$ cat src/spdc_regs.vh
// Register map, field positions and timing counts of the debug controller
`ifndef SPDC_REGS_VH
`define SPDC_REGS_VH

// ****************************************************************
// Register offsets (byte addresses)
// ****************************************************************
`define SPDC_ADDR_CTRL 8'h00
`define SPDC_ADDR_STAT 8'h04
`define SPDC_ADDR_OPC 8'h08

// ****************************************************************
// Debugger control register fields
// ****************************************************************
`define SPDC_BIT_MODE 7
`define SPDC_BIT_BREAKPOINT_ENABLE_BIT 6
`define SPDC_BIT_ACK 5
`define SPDC_BIT_RST 0
`define SPDC_CTRL_RESET 8'h00
`define SPDC_CTRL_WMASK 8'he1

// ****************************************************************
// Opcodes and serial bytes
// ****************************************************************
`define SPDC_OPC_BREAK 8'h00
`define SPDC_OPC_ILLEGAL 8'hff
`define SPDC_BYTE_AUTOBAUD 8'h80
`define SPDC_KEY0 8'heb
`define SPDC_KEY1 8'h5a
`define SPDC_KEY2 8'h70
`define SPDC_KEY3 8'hcd
`define SPDC_CMD_EXEC 8'h12

// ****************************************************************
// Timing
// ****************************************************************
`define SPDC_CLK_HZ 20000000
`define SPDC_RST_WAIT_US 5000
`define SPDC_RST_WAIT_CYC (`SPDC_CLK_HZ / 1000000 * `SPDC_RST_WAIT_US)
`define SPDC_DEV_RST_CYC 8'h10

`endif

$ cat src/spdc_sync.v
// Two-stage synchroniser for one asynchronous level
`timescale 1ns/1ns
module spdc_sync #(
  parameter RESET_VAL = 1'b1
) (
  // Clock and reset
  input wire clk_i,
  input wire rst_i,
  // Data
  input wire d_i,
  output reg q_o
);
  reg meta_reg;

  always @(posedge clk_i) begin
    if (rst_i) begin
      meta_reg <= RESET_VAL;
      q_o <= RESET_VAL;
    end else begin
      meta_reg <= d_i;
      q_o <= meta_reg;
    end
  end
endmodule // spdc_sync

$ cat src/spdc_top.v
// Single-pin debug controller: break detect, unlock, control register
// Notes on behaviour
// A serial break never clears debug mode once the device is in it.
// The debug unit is held in reset while the pin is low in a break.
// Being open drain, a host break is seen even while we transmit.
// On the small package an unfinished unlock leaves the pin as GPIO.
// The host holds reset low and waits 5 ms before sending.
// The host sends 80h then EBh 5Ah 70h CDh during reset.
// After reset release the host reautobauds and writes 80h to control.
// A decoded break opcode with breakpoints on sets debug mode.
// 81h resets and stops, 41h resets and runs, 40h resumes.
// The CPU stops fetching while debug mode is set.
// With read protection on, debug mode clears only on device reset.
// Breakpoints are off after reset; the break opcode then is a nop.
// A refused execute command reads and discards one byte.
// Erased memory reads FFh, which the CPU flags as illegal.
// The device reset bit starts a reset and clears when it is done.
//
// Implementation choices: the register addresses and the Wishbone slave port.
`timescale 1ns/1ns
`include "spdc_regs.vh"
module spdc_top #(
  parameter RST_WAIT_CYC = `SPDC_RST_WAIT_CYC,
  parameter BREAK_CYC = 32'd4096,
  parameter SMALL_PKG = 1'b1
) (
  // Clock and reset
  input wire clk_i,
  input wire rst_i,
  // Wishbone slave
  input wire wb_cyc_i,
  input wire wb_stb_i,
  input wire wb_we_i,
  input wire [7:0] wb_adr_i,
  input wire [3:0] wb_sel_i,
  input wire [31:0] wb_dat_i,
  output reg [31:0] wb_dat_o,
  output reg wb_ack_o,
  // Debug pin, open drain
  input wire debug_pin_i,
  output reg debug_pin_o,
  output reg debug_pin_oe_o,
  // Serial byte stream from the debug receiver
  input wire rx_valid_i,
  input wire [7:0] rx_byte_i,
  input wire tx_drive_low_i,
  // Shared reset pin, active low
  input wire shared_reset_pin_n_i,
  // CPU side
  input wire cpu_opc_valid_i,
  input wire [7:0] cpu_opc_i,
  input wire flash_read_protect_i,
  output reg cpu_fetch_stop_o,
  output reg cpu_illegal_o,
  output reg dev_reset_o,
  output reg ocd_reset_o,
  output reg pin_is_debug_o,
  output reg rx_discard_o
);

  // ****************************************************************
  // Input synchronisers
  // ****************************************************************
  wire pin_s;
  wire rstn_s;

  spdc_sync #(.RESET_VAL(1'b1)) u_sync_pin (
    .clk_i(clk_i),
    .rst_i(rst_i),
    .d_i(debug_pin_i),
    .q_o(pin_s)
  );

  spdc_sync #(.RESET_VAL(1'b1)) u_sync_rst (
    .clk_i(clk_i),
    .rst_i(rst_i),
    .d_i(shared_reset_pin_n_i),
    .q_o(rstn_s)
  );

  // ****************************************************************
  // Serial break detection
  // ****************************************************************
  reg [31:0] low_cnt_reg;
  reg break_reg;

  // pin level seen regardless of drive
  always @(posedge clk_i) begin
    if (rst_i) begin
      low_cnt_reg <= 32'h0;
      break_reg <= 1'b0;
    end else if (pin_s) begin
      low_cnt_reg <= 32'h0;
      break_reg <= 1'b0;
    end else begin
      if (low_cnt_reg < BREAK_CYC)
        low_cnt_reg <= low_cnt_reg + 32'h1;
      else
        break_reg <= 1'b1;
    end
  end

  // unit held in reset for the break
  always @(posedge clk_i) begin
    if (rst_i)
      ocd_reset_o <= 1'b1;
    else
      ocd_reset_o <= break_reg;
  end

  // ****************************************************************
  // Unlock sequence while the shared reset pin is low
  // ****************************************************************
  localparam U_WAIT = 6'b000001;
  localparam U_AB = 6'b000010;
  localparam U_K0 = 6'b000100;
  localparam U_K1 = 6'b001000;
  localparam U_K2 = 6'b010000;
  localparam U_K3 = 6'b100000;

  reg [5:0] ust_reg;
  reg [31:0] wait_cnt_reg;
  reg unlocked_reg;
  reg rstn_d_reg;

  always @(posedge clk_i) begin
    if (rst_i) begin
      ust_reg <= U_WAIT;
      wait_cnt_reg <= 32'h0;
      unlocked_reg <= 1'b0;
      rstn_d_reg <= 1'b1;
    end else begin
      rstn_d_reg <= rstn_s;
      if (rstn_s) begin
        ust_reg <= U_WAIT;
        wait_cnt_reg <= 32'h0;
      end else if (rstn_d_reg) begin
        // new reset: relock until key seen
        unlocked_reg <= 1'b0;
        ust_reg <= U_WAIT;
        wait_cnt_reg <= 32'h0;
      end else begin
        case (ust_reg)
          U_WAIT: begin
            // host waits out internal reset
            if (wait_cnt_reg < RST_WAIT_CYC)
              wait_cnt_reg <= wait_cnt_reg + 32'h1;
            else
              ust_reg <= U_AB;
          end
          // autobaud then key bytes in order
          U_AB: if (rx_valid_i)
            ust_reg <= (rx_byte_i == `SPDC_BYTE_AUTOBAUD) ? U_K0 : U_AB;
          U_K0: if (rx_valid_i)
            ust_reg <= (rx_byte_i == `SPDC_KEY0) ? U_K1 : U_AB;
          U_K1: if (rx_valid_i)
            ust_reg <= (rx_byte_i == `SPDC_KEY1) ? U_K2 : U_AB;
          U_K2: if (rx_valid_i)
            ust_reg <= (rx_byte_i == `SPDC_KEY2) ? U_K3 : U_AB;
          U_K3: if (rx_valid_i) begin
            ust_reg <= U_AB;
            if (rx_byte_i == `SPDC_KEY3)
              unlocked_reg <= 1'b1;
          end
          default: ust_reg <= U_WAIT;
        endcase
      end
    end
  end

  // ****************************************************************
  // Control register and device reset
  // ****************************************************************
  reg [7:0] ctrl_reg;
  reg [7:0] rst_cnt_reg;
  reg stop_after_reg;
  wire wb_req = wb_cyc_i & wb_stb_i & ~wb_ack_o;
  wire wr_ctrl = wb_req & wb_we_i & wb_sel_i[0] &
    (wb_adr_i == `SPDC_ADDR_CTRL);
  wire [7:0] wd = wb_dat_i[7:0];
  wire brk_hit = cpu_opc_valid_i & (cpu_opc_i == `SPDC_OPC_BREAK);

  always @(posedge clk_i) begin
    if (rst_i) begin
      // breakpoints off after reset
      ctrl_reg <= `SPDC_CTRL_RESET;
      rst_cnt_reg <= 8'h0;
      stop_after_reg <= 1'b0;
    end else begin
      if (wr_ctrl) begin
        ctrl_reg[`SPDC_BIT_BREAKPOINT_ENABLE_BIT] <= wd[`SPDC_BIT_BREAKPOINT_ENABLE_BIT];
        ctrl_reg[`SPDC_BIT_ACK] <= wd[`SPDC_BIT_ACK];
        // zero write ignored under protection
        if (wd[`SPDC_BIT_MODE] | ~flash_read_protect_i)
          ctrl_reg[`SPDC_BIT_MODE] <= wd[`SPDC_BIT_MODE];
        // reset bit starts device reset
        if (wd[`SPDC_BIT_RST]) begin
          ctrl_reg[`SPDC_BIT_RST] <= 1'b1;
          rst_cnt_reg <= `SPDC_DEV_RST_CYC;
          stop_after_reg <= wd[`SPDC_BIT_MODE];
        end
      end
      // break opcode only with breakpoints on
      if (brk_hit & ctrl_reg[`SPDC_BIT_BREAKPOINT_ENABLE_BIT])
        ctrl_reg[`SPDC_BIT_MODE] <= 1'b1;
      // self clearing device reset
      if (rst_cnt_reg != 8'h0) begin
        rst_cnt_reg <= rst_cnt_reg - 8'h1;
        if (rst_cnt_reg == 8'h1) begin
          ctrl_reg[`SPDC_BIT_RST] <= 1'b0;
          // reset clears mode unless stop asked
          ctrl_reg[`SPDC_BIT_MODE] <= stop_after_reg;
        end
      end
      // break leaves mode bit untouched
    end
  end

  always @(posedge clk_i) begin
    if (rst_i) begin
      dev_reset_o <= 1'b0;
      cpu_fetch_stop_o <= 1'b0;
    end else begin
      dev_reset_o <= rst_cnt_reg != 8'h0;
      // fetch halted in debug mode
      cpu_fetch_stop_o <= ctrl_reg[`SPDC_BIT_MODE];
    end
  end

  // ****************************************************************
  // Execute command refusal and pin ownership
  // ****************************************************************
  reg exec_hdr_reg;

  always @(posedge clk_i) begin
    if (rst_i | ocd_reset_o) begin
      exec_hdr_reg <= 1'b0;
      rx_discard_o <= 1'b0;
    end else begin
      rx_discard_o <= 1'b0;
      if (rx_valid_i) begin
        // refused command drops one byte
        if (exec_hdr_reg) begin
          exec_hdr_reg <= 1'b0;
          rx_discard_o <= ~ctrl_reg[`SPDC_BIT_MODE] | flash_read_protect_i;
        end else if (rx_byte_i == `SPDC_CMD_EXEC)
          exec_hdr_reg <= 1'b1;
      end
    end
  end

  always @(posedge clk_i) begin
    if (rst_i) begin
      pin_is_debug_o <= ~SMALL_PKG;
      debug_pin_o <= 1'b0;
      debug_pin_oe_o <= 1'b0;
      cpu_illegal_o <= 1'b0;
    end else begin
      // GPIO only until unlocked
      pin_is_debug_o <= ~SMALL_PKG | unlocked_reg;
      debug_pin_o <= 1'b0;
      // only ever pull low
      debug_pin_oe_o <= tx_drive_low_i & (~SMALL_PKG | unlocked_reg) &
        ~break_reg;
      // erased byte flagged illegal
      cpu_illegal_o <= cpu_opc_valid_i & (cpu_opc_i == `SPDC_OPC_ILLEGAL);
    end
  end

  // ****************************************************************
  // Wishbone slave, one wait state
  // ****************************************************************
  always @(posedge clk_i) begin
    if (rst_i) begin
      wb_ack_o <= 1'b0;
      wb_dat_o <= 32'h0;
    end else begin
      wb_ack_o <= wb_req;
      wb_dat_o <= 32'h0;
      if (wb_req & ~wb_we_i) begin
        case (wb_adr_i)
          `SPDC_ADDR_CTRL: wb_dat_o <= {24'h0, ctrl_reg};
          `SPDC_ADDR_STAT: wb_dat_o <= {28'h0, unlocked_reg, break_reg,
            ~ocd_reset_o, rst_cnt_reg != 8'h0};
          default: wb_dat_o <= 32'h0;
        endcase
      end
    end
  end
endmodule // spdc_top

$ cat config.mk
export PLATFORM = sky130hd
export DESIGN_NAME = spdc_top
export DESIGN_NICKNAME = d
export VERILOG_FILES = /design/src/spdc_sync.v /design/src/spdc_top.v
export VERILOG_INCLUDE_DIRS = /design/src
export SDC_FILE = /design/constraint.sdc
export NUM_CORES = 1
export LEC_CHECK = 0
export ABC_AREA = 1
export BUFFER_PORTS_ARGS = -buffer_cell sky130_fd_sc_hd__buf_4
export CORE_MARGIN = 2
export CORE_UTILIZATION = 30
export DETAILED_ROUTE_END_ITERATION = 7
export SETUP_SLACK_MARGIN = 0.2
export SLEW_MARGIN = 20
export SYNTH_ARGS = -nofsm -noshare
export SYNTH_HDL_FRONTEND = slang
export SYNTH_HIERARCHICAL = 1
export SYNTH_SLANG_ARGS = --single-unit
$ cat constraint.sdc
create_clock -name clk_i -period 2 [get_ports clk_i]
set_clock_uncertainty 0.15 [all_clocks]
set_input_delay 0.4 -clock clk_i [delete_from_list [all_inputs] [get_ports clk_i]]
set_output_delay 0.4 -clock clk_i [all_outputs]
set_load 0.01 [all_outputs]
# ---- Word level (Yosys, flattened, before mapping)
# Cells that the tools add are included.
dict set report totals {
  reg_bits 131
  output_inout_bits 41
}
dict set report classes {
  n_reduce_logical 17
  magnitude_cmp 2
  n_bitwise 24
  n_addsub 3
  eq_ne 21
  mux 30
}
# operator count
set ops {}
lappend ops {{adder 32 x 1 -> 32 bit (second input constant)} 2}
lappend ops {{two-way mux 6 bit} 7}
lappend ops {{one-hot mux 6 bit (6 select lines)} 1}
lappend ops {{== test 8 bit (second input constant)} 4}
lappend ops {{less-than comparator 32 x 13 -> 1 bit (second input constant)} 1}
lappend ops {{less-than comparator 32 x 17 -> 1 bit (second input constant)} 1}
lappend ops {{two-way mux 8 bit} 3}
lappend ops {{== test 8 x 7 -> 1 bit (second input constant)} 2}
lappend ops {{logical NOT 8 bit} 2}
lappend ops {{one-hot mux 8 bit (2 select lines)} 1}
lappend ops {{two-way mux 1 bit} 14}
lappend ops {{inequality test 2 bit (second input constant)} 6}
lappend ops {{bitwise AND 1 bit} 11}
lappend ops {{NOT 1 bit} 10}
lappend ops {{nonzero test 2 bit} 5}
lappend ops {{== test 8 x 1 -> 1 bit (second input constant)} 1}
lappend ops {{== test 8 x 3 -> 1 bit (second input constant)} 1}
lappend ops {{== test 8 x 5 -> 1 bit (second input constant)} 1}
lappend ops {{nonzero test 8 bit} 1}
lappend ops {{subtractor 8 x 1 -> 8 bit (second input constant)} 1}
lappend ops {{== test 6 x 1 -> 1 bit (second input constant)} 1}
lappend ops {{== test 6 x 2 -> 1 bit (second input constant)} 1}
lappend ops {{== test 6 x 3 -> 1 bit (second input constant)} 1}
lappend ops {{== test 6 x 4 -> 1 bit (second input constant)} 1}
lappend ops {{other kinds (11)} 18}

# ---- Depth between registers and ports, before layout
# Gate-level depths: netlist of the first run.
dict set report depth {
  word_depth 9
  mapped_depth 12
}

# ---- Hierarchy
# The synthesis of the first run kept the hierarchy.
# mod area_per_inst_um2 seq_area_each_um2 n_inst cells_per_inst
set by_module_without_submodules {}
lappend by_module_without_submodules {spdc_top 4693.3 2042.0 1 657}
lappend by_module_without_submodules {spdc_sync 58.8 40.0 2 7}

# ---- Worst setup path before layout of the first run
# OpenSTA, ideal clock, no wires.
dict set report synth_path {
  path_type {reg2reg}
  from {reg wait_cnt_reg[0]}
  to {reg wait_cnt_reg[16]}
  arrival_time_ps 1330
  path_stages_with_launch 8
  slack_ps 453
  synth_period_minus_slack_ps 1547
  t_required_ps 1784
  cell_sequence {dfxtp_1 ha_1 nand2_1 nor3_4 nand2_2 nor4_1 nand2_2 a21oi_2}
}
dict set report synth_via {
  elab_chain_len 2
  elab_cells_between_ends 3
  classes_between {add/sub (1); order compare (1); reduce/logical (1)}
}
# item line
set synth_lines {}
lappend synth_lines {{from (decl)} spdc_top.v:122} ;# reg [31:0] wait_cnt_reg;
lappend synth_lines {{from (signal assigned)} spdc_top.v:147} ;# wait_cnt_reg <= wait_cnt_reg + 32'h1;
lappend synth_lines {{less-than comparator 32 x 17 -> 1 bit} spdc_top.v:146} ;# if (wait_cnt_reg < RST_WAIT_CYC)
lappend synth_lines {{AND reduction 2 bit (no line)} -}
# Several ways; a longest one is shown, not always the timed one.
# A chain may end at the register's enable or synchronous reset.

# ---- Worst setup path in the final report of the first run
# Ends and elaborated chain as after synthesis.

==> results of run 1 <==
[per-stage QoR]
step	hold WS [ns]	instance area (sq um)	std cells
floorplan	0.230	4900	696
global placement	0.238	5380	938
detailed placement	0.241	5380	938
CTS	0.0586	5700	953
global route	0.0758	5740	955
finish	0.0701	5740	955
[metal layers]
| layer | global-route usage (%) | share of wire [%] | routed length, microns |
|---|---|---|---|
| met5 | 0 | 0 | 0 |
| met3 | 4.40 | 4.9 | 464 |
| met1 | 14.9 | 48 | 4560 |
| met4 | 3.75 | 1.3 | 121 |
| met2 | 19.5 | 46 | 4330 |
[repair_timing]
action,in CTS,in global routing
buffers inserted,0,2
setup endpoints to repair,0,11
hold endpoints to repair,0,0
resized for setup,0,8
[worst max-delay path, stage by stage (launching register included)]
cell and delay [ns]:
dfxtp_2 0.37, ha_1 0.17, nand2_1 0.12, nor3_4 0.25
nand2_4 0.11, nor4_1 0.24, nand2_2 0.08, a21oi_2 0.11
[area by class of cell]
type | instances | area, sq um
multi-input cells | 448 | 2140
clock buffers | 9 | 225
flip-flops and latches | 106 | 2120
clock inverters | 6 | 96.3
repair buffers | 64 | 480
fillers | 1697 | 10000
well taps | 216 | 270
inverters | 106 | 405
[Yosys cell counts, types with 2 or more instances]
cell,count
nor2_1,133
nand2_1,131
dfxtp_1,106
inv_1,100
nand3_1,31
buf_4,26
a21oi_1,24
nor3_1,22
o21ai_0,14
nand4_1,13
nand3_2,6
buf_2,5
xor2_1,5
ha_1,4
inv_2,4
nand2_2,4
o21ai_2,4
xnor2_1,4
clkbuf_1,3
nor2_4,3
nor3_2,3
nor4_1,3
or2_2,3
a21oi_2,2
nor2_2,2
o21bai_2,2
[power breakdown]
group | switching [mW] | internal [mW] | leakage [nW]
clock network | 0.830 | 1.11 | 0.154
logic | 0.358 | 0.271 | 1.39
registers | 0.0691 | 2.20 | 0.857
[worst max-delay path by stage]
stage	start	end	cells after the start
3_3_place_gp	rst_i	wait_cnt_reg[10]$_SDFFE_PP0P_	7
2_1_floorplan	wait_cnt_reg[0]$_SDFFE_PP0P_	wait_cnt_reg[16]$_SDFFE_PP0P_	7
5_1_grt	wait_cnt_reg[30]$_SDFFE_PP0P_	wait_cnt_reg[2]$_SDFFE_PP0P_	11
6_report	wait_cnt_reg[0]$_SDFFE_PP0P_	wait_cnt_reg[16]$_SDFFE_PP0P_	7
4_1_cts	ust_reg[4]$_SDFFE_PP0P_	wait_cnt_reg[2]$_SDFFE_PP0P_	8
3_5_place_dp	rst_i	wait_cnt_reg[14]$_SDFFE_PP0P_	7
[cells by family after synthesis]
logic type	count (synthesis)	share of synthesized area, %
flops	106	44.1
simple gates	359	33.3
compound gates	50	6.09
xor+xnor	9	1.64
other cells	1	0.0779
fa+ha+maj	4	1.04
buf+inv	142	13.8
==> run_results.csv, run 1 <==
group,metric,value,unit
layout,synthToLayoutAreaGrowth,19.4,%
routing,postRouteWirelength,9480,microns
clock_network,cts_sinks,106,
clock_network,root_buffer,"clkbuf_16",
global_route,number_of_global_route_vias_before_repair,3520,
synthesis,ys_seq_elements,106,
synthesis,post_synth_main_area_contributors,"dfxtp_1 44%, nor2_1 10%, nand2_1 10%",
clock_network,clock_latency,0.35,ns
clock_network,clock_tree_from_tritoncts,"built",
synthesis,synth.cell_area,0.00481,sq mm
place,hpwlAfterDp,7000,microns
place,place_ws,0.233,ns
die,fp.dieArea,0.0171,sq mm
clock_network,cts_max_level,3,
routing,post_drt_wl_per_cell,9.92,microns
setup_path,worst_setup_path_start_kind,"register",
place,port_buffers,54,
sta,setup_viol,0,
sta,grt_setup_unrepaired,"no",
sta,final_critical_path_setup_slack,0.340,ns
layout,layout_common_cells,"132 x nor2_1, 131 x nand2_1, 104 x dfxtp_1",
global_route,grt_antenna_before_repair,0,
sta,finalWorstPathRequiredPeriod,1.66,ns
synthesis,yosys_warnings,6,
worst_hold_path,hp-start,"debug_pin_i",
power_and_ir_drop,power_per_cell_area,843,mW/mm^2
job,max_cap_violations,0,
power_and_ir_drop,worst_ir_drop_vdd,0.665,mV
global_route,global_route_wire_length_before_repair,16200,microns
worst_hold_path,hold_path_class,"in2reg",
worst_hold_path,min_delay_worst_endpoint,"u_sync_pin/meta_reg$_SDFF_PP1_",
die,die_height,131,microns
worst_hold_path,hold-path-cell-count,3,
routing,detailroute.via_count,3960,
die,initial_cell_density_of_the_core,30.5,%
setup_path,timing.critical_path.fanout_max,6,
setup_path,reg2reg_setup_slack,0.34,ns
setup_path,regToRegStartpoint,"wait_cnt_reg[0]$_SDFFE_PP0P_",
routing,route.antenna.remaining_nets,0,
routing,drtPass1Iterations,4,
die,number_of_top_level_pins,112,
setup_path,crit-reg2reg-capture,"wait_cnt_reg[16]$_SDFFE_PP0P_",
clock_network,cts-buffers-inserted,9,
sta,fin_crit_sh,83.0,%
setup_path,critical_path.endpoint_type,"register",
synthesis,synth-edff-count,0,
layout,final_core_util,36.4,%
synthesis,yosysTopAreaCellShare,44.1,%
setup_path,worst-endpoint-required,2.14,ns
synthesis,postSynthAreaPerCell,7.17,sq um
synthesis,yosys.area.top_type,"dfxtp_1",
synthesis,synth_cell_types,40,
synthesis,ys_async_sr_fraction,0,%
die,coreArea,0.0158,sq mm
clock_network,clock_tree.buffer_depth,2,
routing,vias_per_instance,4.15,
layout,final_antenna_diode_count,0,
layout,count_of_nets_after_finishing,810,
layout,drive_above_1_share,16.1,%
sta,timing.fmax,602,MHz
setup_path,critPathArrivalTime,1.80,ns
synthesis,ys_seq_area_share,44.1,%
power_and_ir_drop,static_leakage,2.40,nW
clock_network,cts.hold.buffers_added,0,
synthesis,synth_cells,671,
global_route,grtUsageTotal,12.0,%
sta,final-max-slew-violation-count,0,
outcome,run_status,"complete, no violations",
place,gp_congestion,0.814,
routing,drcViolationCount,0,
clock_network,cts.clk_slew.worst_paths,0.07,ns
routing,drt-initial-drc-count,208,
power_and_ir_drop,finalPower,4.84,mW
synthesis,dominantRegCellSynth,"dfxtp_1",
die,row_count,46,
global_route,globalRouteOverflowTotal,0,
sta,fin_tns_setup,0,ns
global_route,pin_count_of_the_biggest_net_entering_global_routing,28,
layout,final_common_cell,"nor2_1",
die,floorplan.die.width,131,microns
setup_path,rr_worst_depth,7,
setup_path,timing_worst_setup_path_type,"reg2reg",
sta,hold_viol,0,
Note: power is estimated with default switching activity, not from simulation.
==> run 2: changes to the inputs <==
--- a/config.mk
+++ b/config.mk
@@ -6,7 +6,7 @@
 export SDC_FILE = /design/constraint.sdc
 export NUM_CORES = 1
 export LEC_CHECK = 0
-export ABC_AREA = 1
+export ABC_AREA = 0
 export BUFFER_PORTS_ARGS = -buffer_cell sky130_fd_sc_hd__buf_4
 export CORE_MARGIN = 2
 export CORE_UTILIZATION = 30
==> constraint.sdc (replaced) <==
create_clock -name clk_i -period 1.6 [get_ports clk_i]
set_clock_uncertainty 0.15 [all_clocks]
set_input_delay 0.32 -clock clk_i [delete_from_list [all_inputs] [get_ports clk_i]]
set_output_delay 0.32 -clock clk_i [all_outputs]
set_load 0.01 [all_outputs]
==> run_results.csv, run 2 <==
group,metric,value,unit
outcome,run_status,"finished with violations",
outcome,failed_checks,"setup timing",
synthesis,ys_seq_area_share,48.7,%
routing,drcViolationCount,0,
layout,final_antenna_diode_count,0,
place,hpwlAfterDp,7170,microns
die,fp.dieArea,0.0155,sq mm
power_and_ir_drop,power_per_cell_area,1010,mW/mm^2
synthesis,most_instantiated_library_cell_after_synthesis,"dfxtp_1",
power_and_ir_drop,static_leakage,2.67,nW
setup_path,crit_family,"simple AND/OR/NAND/NOR gates",
die,floorplan.die.width,125,microns
clock_network,clock_latency,0.35,ns
sta,final-max-slew-violation-count,0,
synthesis,postSynthAreaPerCell,9.29,sq um
die,die_height,125,microns
setup_path,critical_path.endpoint_type,"register",
setup_path,worst-endpoint-required,1.74,ns
sta,fin_crit_sh,131,%
synthesis,yosys_warnings,6,
routing,detailroute.via_count,3689,
synthesis,synth_cell_types,56,
layout,final-seq-area,0.00216,sq mm
worst_hold_path,hold_path_class,"in2reg",
global_route,pin_count_of_the_biggest_net_entering_global_routing,22,
synthesis,dominantRegCellSynth,"dfxtp_1",
clock_network,clock_tree.buffer_depth,2,
clock_network,cts-buffers-inserted,9,
power_and_ir_drop,finalPower,6.57,mW
clock_network,clock_tree_from_tritoncts,"built",
routing,postRouteWirelength,9850,microns
synthesis,synth_common_cells,"106 x dfxtp_1, 58 x nor2_1, 37 x and2_1",
global_route,globalRouteOverflowTotal,0,
sta,finalWorstPathRequiredPeriod,2.10,ns
die,initial_cell_density_of_the_core,30.3,%
routing,drtPass1Iterations,4,
synthesis,ys_async_sr_fraction,0,%
layout,drive_above_1_share,43.0,%
setup_path,critical_path.slowest_cell,"or4_4",
place,place_ws,-0.521,ns
setup_path,timing_worst_setup_path_type,"reg2reg",
global_route,grtUsageTotal,12.9,%
die,row_count,44,
sta,final_critical_path_setup_slack,-0.500,ns
place,port_buffers,54,
layout,synthToLayoutAreaGrowth,48.9,%
sta,grt_setup_unrepaired,"yes",
sta,timing.fmax,476,MHz
clock_network,cts.clk_slew.worst_paths,0.07,ns
setup_path,critPathArrivalTime,2.24,ns
synthesis,yosysTopAreaCellShare,48.7,%
place,gp_congestion,0.781,
setup_path,worst_setup_path_start_kind,"register",
clock_network,root_buffer,"clkbuf_16",
setup_path,critical_path.cell_chain,"or4_4 -> o2111ai_4 -> buf_6 -> nand4_4 -> or3_4 -> a21oi_2",
layout,count_of_nets_after_finishing,695,
synthesis,yosys.area.top_type,"dfxtp_1",
place,postPlaceCellArea,0.00557,sq mm
sta,hold_viol,0,
routing,route.antenna.remaining_nets,0,
setup_path,critical-path-max-stage-delay,0.54,ns
routing,drt-initial-drc-count,159,
die,number_of_top_level_pins,112,
layout,final_common_cell,"buf_4",
layout,final_core_util,45.1,%
global_route,number_of_global_route_vias_before_repair,3625,
layout,n_fill_cell,1296,
layout,finish.instance_area,0.00649,sq mm
routing,post_drt_wl_per_cell,12.2,microns
power_and_ir_drop,worst_ir_drop_vdd,1.03,mV
setup_path,timing.critical_path.fanout_max,7,
synthesis,post_synth_main_area_contributors,"dfxtp_1 49%, and2_1 5.3%, nor2_1 5.0%",
clock_network,cts_sinks,106,
die,coreArea,0.0144,sq mm
setup_path,crit_buf_inv,1,
global_route,grt_antenna_before_repair,0,
synthesis,ys_seq_elements,106,
sta,setup_viol,37,
synthesis,synth_cells,469,
routing,vias_per_instance,4.56,
layout,layout_common_cells,"131 x buf_4, 88 x dfxtp_1, 48 x nor2_1",
clock_network,cts_max_level,3,
synthesis,synth.cell_area,0.00436,sq mm
layout,multi_input_area,0.00255,sq mm
job,max_cap_violations,0,
synthesis,synth-edff-count,0,
global_route,global_route_wire_length_before_repair,16600,microns
clock_network,cts.hold.buffers_added,0,
run 2: changes by cell type after synthesis, moves of 7 or more:
cell,delta
and3_1,+7
a21oi_1,-12
nor4_1,+12
inv_1,-89
xor2_1,+7
nand2_1,-104
or3_1,+9
nor2_1,-75
and2_1,+37
nand3_1,-12
nor3_1,-12
run 2: path summary, 6_finish.rpt:
check / start / cells past startpoint / end / slack, ns
worst max-delay path: wait_cnt_reg[14]$_SDFFE_PP0P_ / 6 / wait_cnt_reg[4]$_SDFFE_PP0P_ / -0.50
worst min-delay path: debug_pin_i / 2 / u_sync_pin/meta_reg$_SDFF_PP1_ / 0.009
worst max register to register: wait_cnt_reg[14]$_SDFFE_PP0P_ / 6 / wait_cnt_reg[4]$_SDFFE_PP0P_ / -0.50
worst min register to register: u_sync_rst/meta_reg$_SDFF_PP1_ / 1 / u_sync_rst/q_o$_SDFF_PP1_ / 0.26
run 2: logic make-up after synthesis:
group	Yosys count	share of synthesized area, %
XOR/XNOR	22	4.42
flip-flops	106	48.7
buffers and inverters	48	6.58
other	1	0.0861
adder cells (fa/ha/maj)	4	1.15
multiplexers	6	1.41
AND/OR/NAND/NOR	237	31.1
AO/OA/AOI/OAI	45	6.58
run 2: power breakdown:
group / internal (mW) / leakage (nW) / switching (mW)
registers: 2.78 / 0.866 / 0.156
logic: 0.864 / 1.66 / 0.660
clock network: 1.08 / 0.139 / 1.03
run 2: routing by layer:
metal	up-vias	share of wire, %	track usage, %
met4	0	1.1	3.97
li1	1882	-	-
met3	8	3.0	3.65
met2	49	52	23.5
met1	1750	44	14.6
met5	-	0	0
run 2: per-stage QoR:
step	cells	hold WS, ns	setup TNS (ns)
after CTS	800	0.00387	-11.09
after global routing	809	0.00775	-14.45
after global placement	774	0.238	-12.02
final	809	0.00900	-11.14
after floorplan	494	0.235	-6.09
after detailed placement	774	0.245	-13.62
run 2: what timing repair did:
action	in CTS	in global routing
setup buffers	10	9
setup endpoints to repair	58	76
gates resized for setup	53	65
gates cloned	0	0
pin swaps	34	43
run 2: cell type report:
class,instances,area share [%]
Timing Repair Buffer,152,18.8
Clock inverter,7,0.907
Inverter,11,0.637
Sequential cell,106,33.3
Multi-Input combinational cell,340,39.4
Clock buffer,9,3.47
Tap cell,184,3.55
